[src/shared/rtb_trigger_bank_regs.vh]
`ifndef RTB_TRIGGER_BANK_REGS_VH
`define RTB_TRIGGER_BANK_REGS_VH
// ----------------------------------------
// register addresses
// ----------------------------------------
`define RTB_ADDR_COARSE 5'h00
`define RTB_ADDR_CFG 5'h01
`define RTB_ADDR_PIN 5'h02
`define RTB_ADDR_FINE 5'h03
`define RTB_ADDR_TRIG 5'h1C
// ----------------------------------------
// field positions
// ----------------------------------------
`define RTB_CFG_AUTO_BIT 5
`define RTB_CFG_BYP_BIT 4
`define RTB_PIN_LVL_BIT 7
`define RTB_PIN_EN_BIT 6
`define RTB_TRIG_MSB 2
`define RTB_TRIG_LSB 0
`define RTB_MASK_MSB 5
`define RTB_MASK_LSB 3
`define RTB_COARSE_MSB 6
// ----------------------------------------
// reset values
// ----------------------------------------
`define RTB_RST_CODE 8'h00
`define RTB_RST_BIT 1'h0
`define RTB_RST_MASK 3'h0
// ----------------------------------------
// coarse code decode
// ----------------------------------------
`define RTB_CODE_LOW_POWER 7'h00
`define RTB_CODE_STANDBY 7'h02
`define RTB_CODE_ACTIVE_MIN 7'h03
`define RTB_CODE_BYPASS 7'h7F
// ----------------------------------------
// serial framing
// ----------------------------------------
`define RTB_CMD_WRITE 3'h2
`define RTB_CMD_READ 3'h3
`define RTB_SID_BCAST 4'h0
`define RTB_SID_DEFAULT 4'h4
`define RTB_CMD_LAST 4'hC
`define RTB_DATA_LAST 4'h8
`define RTB_RD_PARK 4'h9
`endif

[src/rtl/rtb_sync2.v]
`timescale 1ns/10ps
// ----------------------------------------
// two-flop synchroniser
// ----------------------------------------
module rtb_sync2 (
    input wire clock,
    input wire arst_n,
    input wire d,
    output reg q
);
reg meta_r;
always @(posedge clock or negedge arst_n) begin
    if (!arst_n) begin
        meta_r <= 1'b0;
        q <= 1'b0;
    end else begin
        meta_r <= d;
        q <= meta_r;
    end
end
endmodule // rtb_sync2

[src/rtl/rtb_trigger_bank.v]
`timescale 1ns/10ps
`include "rtb_trigger_bank_regs.vh"
module rtb_trigger_bank #(
    parameter [3:0] USID = `RTB_SID_DEFAULT
) (
    input wire clock,
    input wire rst_n,
    input wire interface_supply,
    input wire serial_clock,
    input wire serial_data_line_i,
    output reg serial_data_line_o,
    output reg serial_data_line_oe,
    output reg [7:0] voltage_code,
    output reg mode_low_power,
    output reg mode_standby,
    output reg mode_active,
    output reg mode_forced_bypass,
    output reg pulse_skip_operation_en,
    output reg forced_bypass_select,
    output reg output_pin_o,
    output reg output_pin_oe
);
// ----------------------------------------
// reset and input sampling
// ----------------------------------------
localparam S_IDLE = 5'h01;
localparam S_CMD = 5'h02;
localparam S_DATA = 5'h04;
localparam S_TURN = 5'h08;
localparam S_RDATA = 5'h10;
wire arst_n = rst_n & interface_supply;
wire sclk_s;
wire serial_data_line_s;
reg sclk_d;
reg serial_data_line_d;
rtb_sync2 u_sync_clk (
    .clock(clock),
    .arst_n(arst_n),
    .d(serial_clock),
    .q(sclk_s)
);
rtb_sync2 u_sync_dat (
    .clock(clock),
    .arst_n(arst_n),
    .d(serial_data_line_i),
    .q(serial_data_line_s)
);
always @(posedge clock or negedge arst_n) begin
    if (!arst_n) begin
        sclk_d <= 1'b0;
        serial_data_line_d <= 1'b0;
    end else begin
        sclk_d <= sclk_s;
        serial_data_line_d <= serial_data_line_s;
    end
end
wire sclk_rise = sclk_s & ~sclk_d;
wire sclk_fall = sclk_d & ~sclk_s;
wire serial_data_line_rise = serial_data_line_s & ~serial_data_line_d;
wire serial_data_line_fall = serial_data_line_d & ~serial_data_line_s;
// ----------------------------------------
// register storage
// ----------------------------------------
reg [7:0] code_pend_r;
reg auto_act_r;
reg auto_pend_r;
reg byp_act_r;
reg byp_pend_r;
reg lvl_act_r;
reg lvl_pend_r;
reg pen_act_r;
reg pen_pend_r;
reg [2:0] mask_r;
// ----------------------------------------
// serial frame engine
// ----------------------------------------
reg [4:0] state_r;
reg [3:0] cnt_r;
reg [11:0] shift_r;
reg [7:0] dshift_r;
reg [8:0] rd_shift_r;
reg [4:0] addr_r;
reg arm_r;
wire [12:0] cmd_full = {shift_r, serial_data_line_s};
wire [3:0] cmd_sid = shift_r[11:8];
wire [2:0] cmd_op = shift_r[7:5];
wire [4:0] cmd_addr = shift_r[4:0];
wire cmd_par_ok = ^cmd_full;
wire sid_own = (cmd_sid == USID);
wire sid_hit = sid_own | (cmd_sid == `RTB_SID_BCAST);
wire dat_par_ok = ^{dshift_r, serial_data_line_s};
wire wr_stb = (state_r == S_DATA) & sclk_fall & (cnt_r == `RTB_DATA_LAST) & dat_par_ok;
reg [7:0] rd_val;
always @* begin
    rd_val = 8'h00;
    case (cmd_addr)
        `RTB_ADDR_COARSE: begin
            rd_val = {1'b0, voltage_code[7:1]};
        end
        `RTB_ADDR_FINE: begin
            rd_val = voltage_code;
        end
        `RTB_ADDR_CFG: begin
            rd_val[`RTB_CFG_AUTO_BIT] = auto_act_r;
            rd_val[`RTB_CFG_BYP_BIT] = byp_act_r;
        end
        `RTB_ADDR_PIN: begin
            rd_val[`RTB_PIN_LVL_BIT] = lvl_act_r;
            rd_val[`RTB_PIN_EN_BIT] = pen_act_r;
        end
        `RTB_ADDR_TRIG: begin
            rd_val[`RTB_MASK_MSB:`RTB_MASK_LSB] = mask_r;
        end
        default: begin
            rd_val = 8'h00;
        end
    endcase
end
always @(posedge clock or negedge arst_n) begin
    if (!arst_n) begin
        state_r <= S_IDLE;
        cnt_r <= 4'h0;
        shift_r <= 12'h000;
        dshift_r <= 8'h00;
        rd_shift_r <= 9'h000;
        addr_r <= 5'h00;
        arm_r <= 1'b0;
        serial_data_line_o <= 1'b0;
        serial_data_line_oe <= 1'b0;
    end else if (!sclk_s && !serial_data_line_oe && arm_r && serial_data_line_fall) begin
        state_r <= S_CMD;
        cnt_r <= 4'h0;
        arm_r <= 1'b0;
    end else begin
        if (sclk_rise) begin
            arm_r <= 1'b0;
        end else if (!sclk_s && !serial_data_line_oe && serial_data_line_rise) begin
            arm_r <= 1'b1;
        end
        case (state_r)
            S_IDLE: begin
                cnt_r <= 4'h0;
            end
            S_CMD: begin
                if (sclk_fall) begin
                    shift_r <= cmd_full[11:0];
                    cnt_r <= cnt_r + 4'h1;
                    if (cnt_r == `RTB_CMD_LAST) begin
                        cnt_r <= 4'h0;
                        addr_r <= cmd_addr;
                        rd_shift_r <= {rd_val, ~^rd_val};
                        if (cmd_par_ok && sid_hit && cmd_op == `RTB_CMD_WRITE) begin
                            state_r <= S_DATA;
                        end else if (cmd_par_ok && sid_own && cmd_op == `RTB_CMD_READ) begin
                            state_r <= S_TURN;
                        end else begin
                            state_r <= S_IDLE;
                        end
                    end
                end
            end
            S_DATA: begin
                if (sclk_fall) begin
                    dshift_r <= {dshift_r[6:0], serial_data_line_s};
                    cnt_r <= cnt_r + 4'h1;
                    if (cnt_r == `RTB_DATA_LAST) begin
                        state_r <= S_IDLE;
                    end
                end
            end
            S_TURN: begin
                if (sclk_fall) begin
                    state_r <= S_RDATA;
                end
            end
            S_RDATA: begin
                if (sclk_rise) begin
                    serial_data_line_oe <= 1'b1;
                    cnt_r <= cnt_r + 4'h1;
                    if (cnt_r == `RTB_RD_PARK) begin
                        serial_data_line_o <= 1'b0;
                    end else begin
                        serial_data_line_o <= rd_shift_r[8];
                        rd_shift_r <= {rd_shift_r[7:0], 1'b0};
                    end
                end else if (sclk_fall && cnt_r > `RTB_RD_PARK) begin
                    serial_data_line_oe <= 1'b0;
                    state_r <= S_IDLE;
                end
            end
            default: begin
                state_r <= S_IDLE;
            end
        endcase
    end
end
// ----------------------------------------
// write and trigger handling
// ----------------------------------------
wire [7:0] wd = dshift_r;
wire trig_off = &mask_r;
wire trig_hit = wr_stb & (addr_r == `RTB_ADDR_TRIG) &
    (|(wd[`RTB_TRIG_MSB:`RTB_TRIG_LSB] & ~wd[`RTB_MASK_MSB:`RTB_MASK_LSB]));
always @(posedge clock or negedge arst_n) begin
    if (!arst_n) begin
        code_pend_r <= `RTB_RST_CODE;
        voltage_code <= `RTB_RST_CODE;
        auto_pend_r <= `RTB_RST_BIT;
        auto_act_r <= `RTB_RST_BIT;
        byp_pend_r <= `RTB_RST_BIT;
        byp_act_r <= `RTB_RST_BIT;
        lvl_pend_r <= `RTB_RST_BIT;
        lvl_act_r <= `RTB_RST_BIT;
        pen_pend_r <= `RTB_RST_BIT;
        pen_act_r <= `RTB_RST_BIT;
        mask_r <= `RTB_RST_MASK;
    end else if (trig_hit) begin
        mask_r <= wd[`RTB_MASK_MSB:`RTB_MASK_LSB];
        voltage_code <= code_pend_r;
        auto_act_r <= auto_pend_r;
        byp_act_r <= byp_pend_r;
        lvl_act_r <= lvl_pend_r;
        pen_act_r <= pen_pend_r;
    end else if (wr_stb) begin
        case (addr_r)
            `RTB_ADDR_COARSE: begin
                code_pend_r <= {wd[`RTB_COARSE_MSB:0], 1'b0};
                if (trig_off) begin
                    voltage_code <= {wd[`RTB_COARSE_MSB:0], 1'b0};
                end
            end
            `RTB_ADDR_FINE: begin
                code_pend_r <= wd;
                if (trig_off) begin
                    voltage_code <= wd;
                end
            end
            `RTB_ADDR_CFG: begin
                auto_pend_r <= wd[`RTB_CFG_AUTO_BIT];
                byp_pend_r <= wd[`RTB_CFG_BYP_BIT];
                if (trig_off) begin
                    auto_act_r <= wd[`RTB_CFG_AUTO_BIT];
                    byp_act_r <= wd[`RTB_CFG_BYP_BIT];
                end
            end
            `RTB_ADDR_PIN: begin
                lvl_pend_r <= wd[`RTB_PIN_LVL_BIT];
                pen_pend_r <= wd[`RTB_PIN_EN_BIT];
                if (trig_off) begin
                    lvl_act_r <= wd[`RTB_PIN_LVL_BIT];
                    pen_act_r <= wd[`RTB_PIN_EN_BIT];
                end
            end
            `RTB_ADDR_TRIG: begin
                mask_r <= wd[`RTB_MASK_MSB:`RTB_MASK_LSB];
            end
            default: begin
                mask_r <= mask_r;
            end
        endcase
    end
end
// ----------------------------------------
// mode decode outputs
// ----------------------------------------
wire [6:0] coarse = voltage_code[7:1];
always @(posedge clock or negedge arst_n) begin
    if (!arst_n) begin
        mode_low_power <= 1'b0;
        mode_standby <= 1'b0;
        mode_active <= 1'b0;
        mode_forced_bypass <= 1'b0;
        pulse_skip_operation_en <= 1'b0;
        forced_bypass_select <= 1'b0;
        output_pin_o <= 1'b0;
        output_pin_oe <= 1'b0;
    end else begin
        mode_low_power <= (coarse == `RTB_CODE_LOW_POWER);
        mode_standby <= (coarse == `RTB_CODE_STANDBY);
        mode_active <= (coarse >= `RTB_CODE_ACTIVE_MIN) && (coarse != `RTB_CODE_BYPASS);
        mode_forced_bypass <= (coarse == `RTB_CODE_BYPASS);
        pulse_skip_operation_en <= auto_act_r;
        forced_bypass_select <= byp_act_r;
        output_pin_o <= lvl_act_r;
        output_pin_oe <= pen_act_r;
    end
end
endmodule // rtb_trigger_bank

[config.mk]
export PLATFORM = sky130hd
export DESIGN_NAME = rtb_trigger_bank
export DESIGN_NICKNAME = d
export VERILOG_FILES = /design/src/rtl/rtb_sync2.v /design/src/rtl/rtb_trigger_bank.v
export VERILOG_INCLUDE_DIRS = /design/src /design/src/shared
export SDC_FILE = /design/constraint.sdc
export NUM_CORES = 1
export LEC_CHECK = 0
export BUFFER_PORTS_ARGS = -buffer_cell sky130_fd_sc_hd__buf_2
export CAP_MARGIN = 15
export CORE_ASPECT_RATIO = 1.4
export CORE_MARGIN = 1.5
export CORE_UTILIZATION = 25
export CTS_BUF_LIST = sky130_fd_sc_hd__clkbuf_8
export DETAILED_ROUTE_END_ITERATION = 8
export GPL_ROUTABILITY_DRIVEN = 0
export GPL_TIMING_DRIVEN = 1
export SLEW_MARGIN = 40
export SYNTH_ARGS = -nofsm -noshare
export SYNTH_HDL_FRONTEND = slang
export SYNTH_SLANG_ARGS = --single-unit
[constraint.sdc]
create_clock -name clock -period 2.6 [get_ports clock]
set_clock_uncertainty 0.15 [all_clocks]
set_input_delay 0 -clock clock [delete_from_list [all_inputs] [get_ports clock]]
set_output_delay 0 -clock clock [all_outputs]
set_load 0.005 [all_outputs]
# Word level (Yosys, flattened, before mapping)
# Index checks and enable logic that the tools add are counted.
[totals]
regBits = 87
[op_classes]
n_reduce_logical = 47
n_mux = 57
order_cmp = 2
n_bitwise = 19
add_sub_neg = 1
n_eq_ne = 37
[op_table]
columns = ["cell", "count"]
rows = [
  ["5-bit two-way mux", 8],
  ["9-bit two-way mux", 4],
  ["8-bit two-way mux", 4],
  ["8-bit one-hot mux with 2 select lines", 2],
  ["3-bit AND reduction", 10],
  ["4-bit two-way mux", 7],
  ["5-bit by 2-bit equality test with 1-bit output, second input constant", 5],
  ["5-bit one-hot mux with 5 select lines", 1],
  ["3-bit != test, second input constant", 8],
  ["1-bit two-way mux", 22],
  ["9-bit one-hot mux with 2 select lines", 1],
  ["4-bit one-hot mux with 4 select lines", 1],
  ["2-bit nonzero test", 8],
  ["5-bit by 1-bit equality test with 1-bit output, second input constant", 3],
  ["5-bit equality test, second input constant", 3],
  ["13-bit XOR reduction", 1],
  ["4-bit equality test, second input constant", 3],
  ["4-bit AND reduction", 3],
  ["1-bit bitwise AND", 10],
  ["1-bit logical AND", 10],
  ["5-bit zero test", 2],
  ["2-bit != test, second input constant", 5],
  ["3-bit two-way mux", 3],
  ["9-bit XOR reduction", 1],
  ["30 further kinds", 38],
]

# Depth between registers and ports, before layout
[logic_depth]
depth_word = 9
ltp_mapped = 9
ltp_nobuf = 8

# By module
# Synthesis repeated with hierarchy kept, for this count alone.
[hier_totals]
hier_cells = 423
area_unflattened_um2 = 4594.4
[by_module_without_submodules]
columns = ["module", "cells_per_inst", "instances", "area_each_um2"]
rows = [
  ["rtb_trigger_bank", 419, 1, 4494.3],
  ["rtb_sync2", 2, 2, 50.0],
]

# Least setup slack after synthesis
# OpenSTA, ideal clock, no wires.
[synth_path]
path_type = "register to register"
startpoint = "register dshift_r[5]"
endpoint = "register auto_act_r"
synth_period_minus_slack_ns = 2.406
path_stages_with_launch = 9
path_buffers = 2
path_slack_ns = 0.194
arrival_ns = 2.131
path_cell_list = "dfrtp_1 buf_2 xnor2_1 xnor3_1 xnor2_1 and3_4 buf_6 mux2_4 mux2_2"
[synth_via]
elab_chain_len = 6
word_cells_on_any_way = 15
classes_between = "mux: 4; bitwise: 5; reduce/logical: 6"
[synth_lines]
columns = ["item", "line", "rtl"]
rows = [
  ["start, declared", "rtb_trigger_bank.v:80", "reg [7:0] dshift_r;"],
  ["start signal, assigned", "rtb_trigger_bank.v:164", "dshift_r <= {dshift_r[6:0], serial_data_line_s};"],
  ["9-bit XOR reduction or 3-bit inverter (tied branches)", "rtb_trigger_bank.v:91, rtb_trigger_bank.v:203", ""],
  ["1-bit bitwise AND or 3-bit bitwise AND (tied branches)", "rtb_trigger_bank.v:92, rtb_trigger_bank.v:203", ""],
  ["1-bit bitwise AND or 3-bit OR reduction (tied branches)", "rtb_trigger_bank.v:202, rtb_trigger_bank.v:203", ""],
  ["1-bit bitwise AND", "rtb_trigger_bank.v:202", "wire trig_hit = wr_stb & (addr_r == `RTB_ADDR_TRIG) &"],
  ["2-bit nonzero test (no source line)", "--", ""],
  ["3-bit AND reduction (no source line)", "--", ""],
  ["end signal, assigned", "rtb_trigger_bank.v:209", "auto_act_r <= `RTB_RST_BIT;"],
  ["end signal, assigned", "rtb_trigger_bank.v:220", "auto_act_r <= auto_pend_r;"],
  ["end signal, assigned", "rtb_trigger_bank.v:242", "auto_act_r <= wd[`RTB_CFG_AUTO_BIT];"],
  ["end, declared", "rtb_trigger_bank.v:65", "reg auto_act_r;"],
]
# Several ways; a longest one is shown, not always the timed one. The select of a mux whose other input is x is not followed.
# A chain may end at the register's enable or synchronous reset.

# Final worst setup path
[layout_path]
startpoint = "register cnt_r[0]"
endpoint = "register lvl_act_r"
[layout_via]
elab_chain_len = 7
word_cells_on_any_way = 10
classes_between = "eq/ne: 1; mux: 1; bitwise: 4; reduce/logical: 4"
[layout_lines]
columns = ["item", "line", "rtl"]
rows = [
  ["start, declared", "rtb_trigger_bank.v:78", "reg [3:0] cnt_r;"],
  ["start signal, assigned", "rtb_trigger_bank.v:147", "cnt_r <= cnt_r + 4'h1;"],
  ["start signal, assigned", "rtb_trigger_bank.v:165", "cnt_r <= cnt_r + 4'h1;"],
  ["start signal, assigned", "rtb_trigger_bank.v:179", "cnt_r <= cnt_r + 4'h1;"],
  ["4-bit equality test (no source line) (*)", "--", ""],
  ["1-bit bitwise AND (*) (2 in series)", "rtb_trigger_bank.v:92", "wire wr_stb = (state_r == S_DATA) & sclk_fall & (cnt_r == `RTB_DATA_LAST) & dat_par_ok;"],
  ["1-bit bitwise AND (2 in series)", "rtb_trigger_bank.v:202", ""],
  ["2-bit nonzero test (no source line)", "--", ""],
  ["3-bit AND reduction (no source line)", "--", ""],
  ["end signal, assigned", "rtb_trigger_bank.v:213", "lvl_act_r <= `RTB_RST_BIT;"],
  ["end signal, assigned", "rtb_trigger_bank.v:222", "lvl_act_r <= lvl_pend_r;"],
  ["end signal, assigned", "rtb_trigger_bank.v:250", "lvl_act_r <= wd[`RTB_PIN_LVL_BIT];"],
  ["end, declared", "rtb_trigger_bank.v:69", "reg lvl_act_r;"],
]
# Every way passes the cells marked *; elsewhere a longest branch is shown, timed or not.

==> summary by stage <==
Clock tree
The cell at the root of the clock tree is sky130_fd_sc_hd__clkbuf_8. The number of buffers between clock root and the deepest sink is 2. The clock transition time at the flip-flop clock pins of the worst setup and hold paths is roughly 0.09 ns. The later-pin clock latency in the skew report is 0.36 ns. The H-tree generated during clock tree synthesis spans 3 levels. The number of sinks on the clock net is 87. The post-CTS setup-driven buffer insertion count is 0. Counting the buffers created by CTS gives 9. The clock tree from TritonCTS is built.

Yosys
The count of flip-flops with a built-in enable after synthesis is 0. Summed over its instances, the top area cell type makes up 46.2% of the synthesized netlist area. Ranked by total cell area, the synthesized netlist is headed by sky130_fd_sc_hd__dfrtp_1 46%, sky130_fd_sc_hd__mux2_2 11%, sky130_fd_sc_hd__mux2_4 3.2%. After technology mapping, the gate count stands at 421. After synthesis the cells add up to 4660 µm². The flip-flop and latch count after synthesis is 87. The most frequent cell after synthesis is sky130_fd_sc_hd__dfrtp_1.

Counting instances in the post-synthesis netlist gives the leading cell types as 86 x sky130_fd_sc_hd__dfrtp_1, 45 x sky130_fd_sc_hd__mux2_2, 33 x sky130_fd_sc_hd__nand2_1. The number of distinct library cell variants in the gate-level netlist after synthesis is between 60 and 70. Synthesis produced a netlist with a net count of 432. The dominant synthesized flop cell is sky130_fd_sc_hd__dfrtp_1. The register area share after synthesis is 46.8%.

Of all flip-flops after synthesis, the portion carrying an async set or reset was 100%. The number of warning messages in the yosys log is 0. The library cell occupying the most area in the post-synthesis netlist is sky130_fd_sc_hd__dfrtp_1. In this run the mean area of a mapped cell was around 11 µm².

Layout
The repair_antennas step left the layout with diodes totalling 0. The count of placed standard cells in the final layout, fillers left out is 704. The ratio of cells with drive above 1 in the final layout is between 30 and 40%. The final layout contains 470 nets. From synthesis to final layout, the design area changed by 16.7%.

Floorplan
In this run the vertical extent of the chip is about 160 µm. The number of primary I/O pins is 23. The initial cell density of the core is 25.7%. The width of the die is between 100 and 150 µm. The site row count is 58. The area of the core region is 18100 µm². The floorplan die area is 19500 µm².

Detailed routing
The number of vias after detailed routing is 3274. For this block, the initial DRC count from the detailed router was about 120. The remaining antenna violation count is 0. Wires add up to 10.2 mm. The routed length per instance is 14.5 µm. The vias per cell is 4.65. The number of iterations in the first detailed-routing pass is 4. The remaining routing DRC violations is 0.

Global route
The largest net degree at the start of global routing is between 40 and 50. The number of global-route vias before repair is about 3400. The number of antenna violations at the first check in global routing was 0. The first-pass GRT wire length is 16.7 mm. The overall overflow remaining after global route is 0. Global routing used ~11% of the available tracks.

Timing
Static timing analysis puts the maximum clock frequency at 0.415 GHz. The hold violation total from the final report is 0. Setup repair after global routing left no endpoint under its margin. The minimum period implied by the final worst setup slack is 2.41 ns. The post-route clock period utilization is 92.6%. The remaining max-slew budget at the tightest pin is 62.9%.

The total count of max-transition violations in the final report came to 0. The count of final setup violators is 0. For the final routed database, the setup TNS stands at 0 ns. At the pin with the least slew margin, the transition time is about 0.56 ns.

Placed design
The count of buffers added on input and output ports is 22. The cell total after placement is just under 700. Detailed placement ended at an HPWL of roughly 7.6 mm.

Worst setup path
The worst setup path is captured at a flip-flop. The maximum fanout encountered on the critical timing path is 10. The type of element launching the critical path is a flip-flop. The type of the worst setup path is flip-flop to flip-flop.

The endpoint required time on the critical path is 2.70 ns. The arrival time of the worst setup path is 2.50 ns.

Power and ir drop
Dividing total power by cell area gives a power density of 484 nW/µm². In this run the static leakage power is 0.00257 µW. The worst IR drop on VDD is 0.259 mV.

Status
The flow ran to the end, and the final reports show no timing, DRC or antenna violations.

Run
The count of max-cap constraint violations is 0.

Hold path
The worst hold path belongs to the class input port to async pin.
registers in the layout, indices dropped and copies added, names as in the netlist, 3 cells and up:
signal        cells
mask_r            3
code_pend_r       8
dshift_r          8
rd_shift_r        9
voltage_code      8
state_r           5
addr_r            5
shift_r          12
cnt_r             4
kinds of logic (layout without fill, tap and decap cells):
kind of cell / count (synthesis) / count (layout) / share of synthesized area [%]
muxes: 65 / 65 / 16.3
adders and majority gates: 6 / 6 / 1.61
and+or+nand+nor: 133 / 133 / 16.5
DFF: 87 / 87 / 46.8
AOI/OAI and AO/OA: 68 / 68 / 9.64
xor gates and xnor gates: 27 / 27 / 5.83
buffers and inverters: 35 / 78 / 3.44
final cells by class:
cell class,instances,area (µm²)
fillers,1925,12700
multi-input cells,299,2340
flip-flops and latches,87,2180
clock buffers,10,138
inverters,8,30.0
clock inverters,6,62.6
well taps,240,300
repair buffers,54,385
metrics by stage:
step | util [%] | hold WS (ns) | total power (µW) | setup slack [ns] | cell area, µm²
finish | 30.0 | 0.121 | 2630 | 0.193 | 5440
global route | 30.0 | 0.126 | 2750 | 0.0616 | 5440
CTS | 29.9 | 0.125 | 2660 | 0.0597 | 5420
detailed placement | 28.5 | -0.0377 | 1700 | 0.0635 | 5160
global placement | 28.5 | -0.0378 | 1690 | 0.140 | 5160
floorplan | - | -0.119 | 1620 | 0.194 | 4660
critical path: stages, from the launching register on:
cell	delay, ns
sky130_fd_sc_hd__dfrtp_1	0.44
sky130_fd_sc_hd__inv_1	0.11
sky130_fd_sc_hd__ha_1	0.18
sky130_fd_sc_hd__nand2_1	0.11
sky130_fd_sc_hd__nor4_4	0.36
sky130_fd_sc_hd__buf_4	0.24
sky130_fd_sc_hd__nand3_2	0.14
sky130_fd_sc_hd__a21oi_1	0.22
sky130_fd_sc_hd__mux2_2	0.36
routing by layer:
metal | part of all wire, % | vias to the layer above | track usage [%]
met5 | 0 | - | 0
met4 | 3.3 | 0 | 5.04
met3 | 2.3 | 26 | 2.04
met2 | 54 | 48 | 20.5
met1 | 40 | 1629 | 11.4
li1 | - | 1571 | -
layout by cell type (no fill, tap or decap), types with 7 or more instances in the layout:
master | netlist | layout
sky130_fd_sc_hd__inv_1 | 8 | 10
sky130_fd_sc_hd__nor2_1 | 24 | 24
sky130_fd_sc_hd__dfrtp_1 | 86 | 86
sky130_fd_sc_hd__xor2_1 | 7 | 7
sky130_fd_sc_hd__a21oi_1 | 11 | 10
sky130_fd_sc_hd__xnor2_1 | 17 | 17
sky130_fd_sc_hd__buf_4 | 2 | 26
sky130_fd_sc_hd__nand2_1 | 33 | 33
sky130_fd_sc_hd__o21ai_0 | 26 | 26
sky130_fd_sc_hd__nand3_1 | 8 | 8
sky130_fd_sc_hd__buf_2 | 11 | 22
sky130_fd_sc_hd__mux2_4 | 10 | 10
sky130_fd_sc_hd__clkbuf_8 | 0 | 10
sky130_fd_sc_hd__nand2b_1 | 10 | 10
sky130_fd_sc_hd__nand4_1 | 10 | 10
sky130_fd_sc_hd__mux2i_1 | 10 | 10
sky130_fd_sc_hd__mux2_2 | 45 | 45
power breakdown:
part	internal, µW	switching (µW)
logic	121	150
clock network	467	483
registers	1380	31.8
total	1970	665
final timing paths:
kind	cells past startpoint	end	start	slack, ns
min in group clock	2	u_sync_clk.meta_r	serial_clock	0.14
max in group asynchronous	4	state_r[0]	rst_n	1.88
min	4	shift_r[8]	interface_supply	0.12
max reg2reg	8	lvl_act_r	cnt_r[0]	0.19
max	8	lvl_act_r	cnt_r[0]	0.19
min reg2reg	0	u_sync_clk.q	u_sync_clk.meta_r	0.21
timing repair:
action,4_1_cts,5_1_grt
endpoints found under the setup margin,0,4
resized for setup,0,2
hold buffers,5,0
hold endpoints to repair,41,0
(Power assumes the default switching activity.)
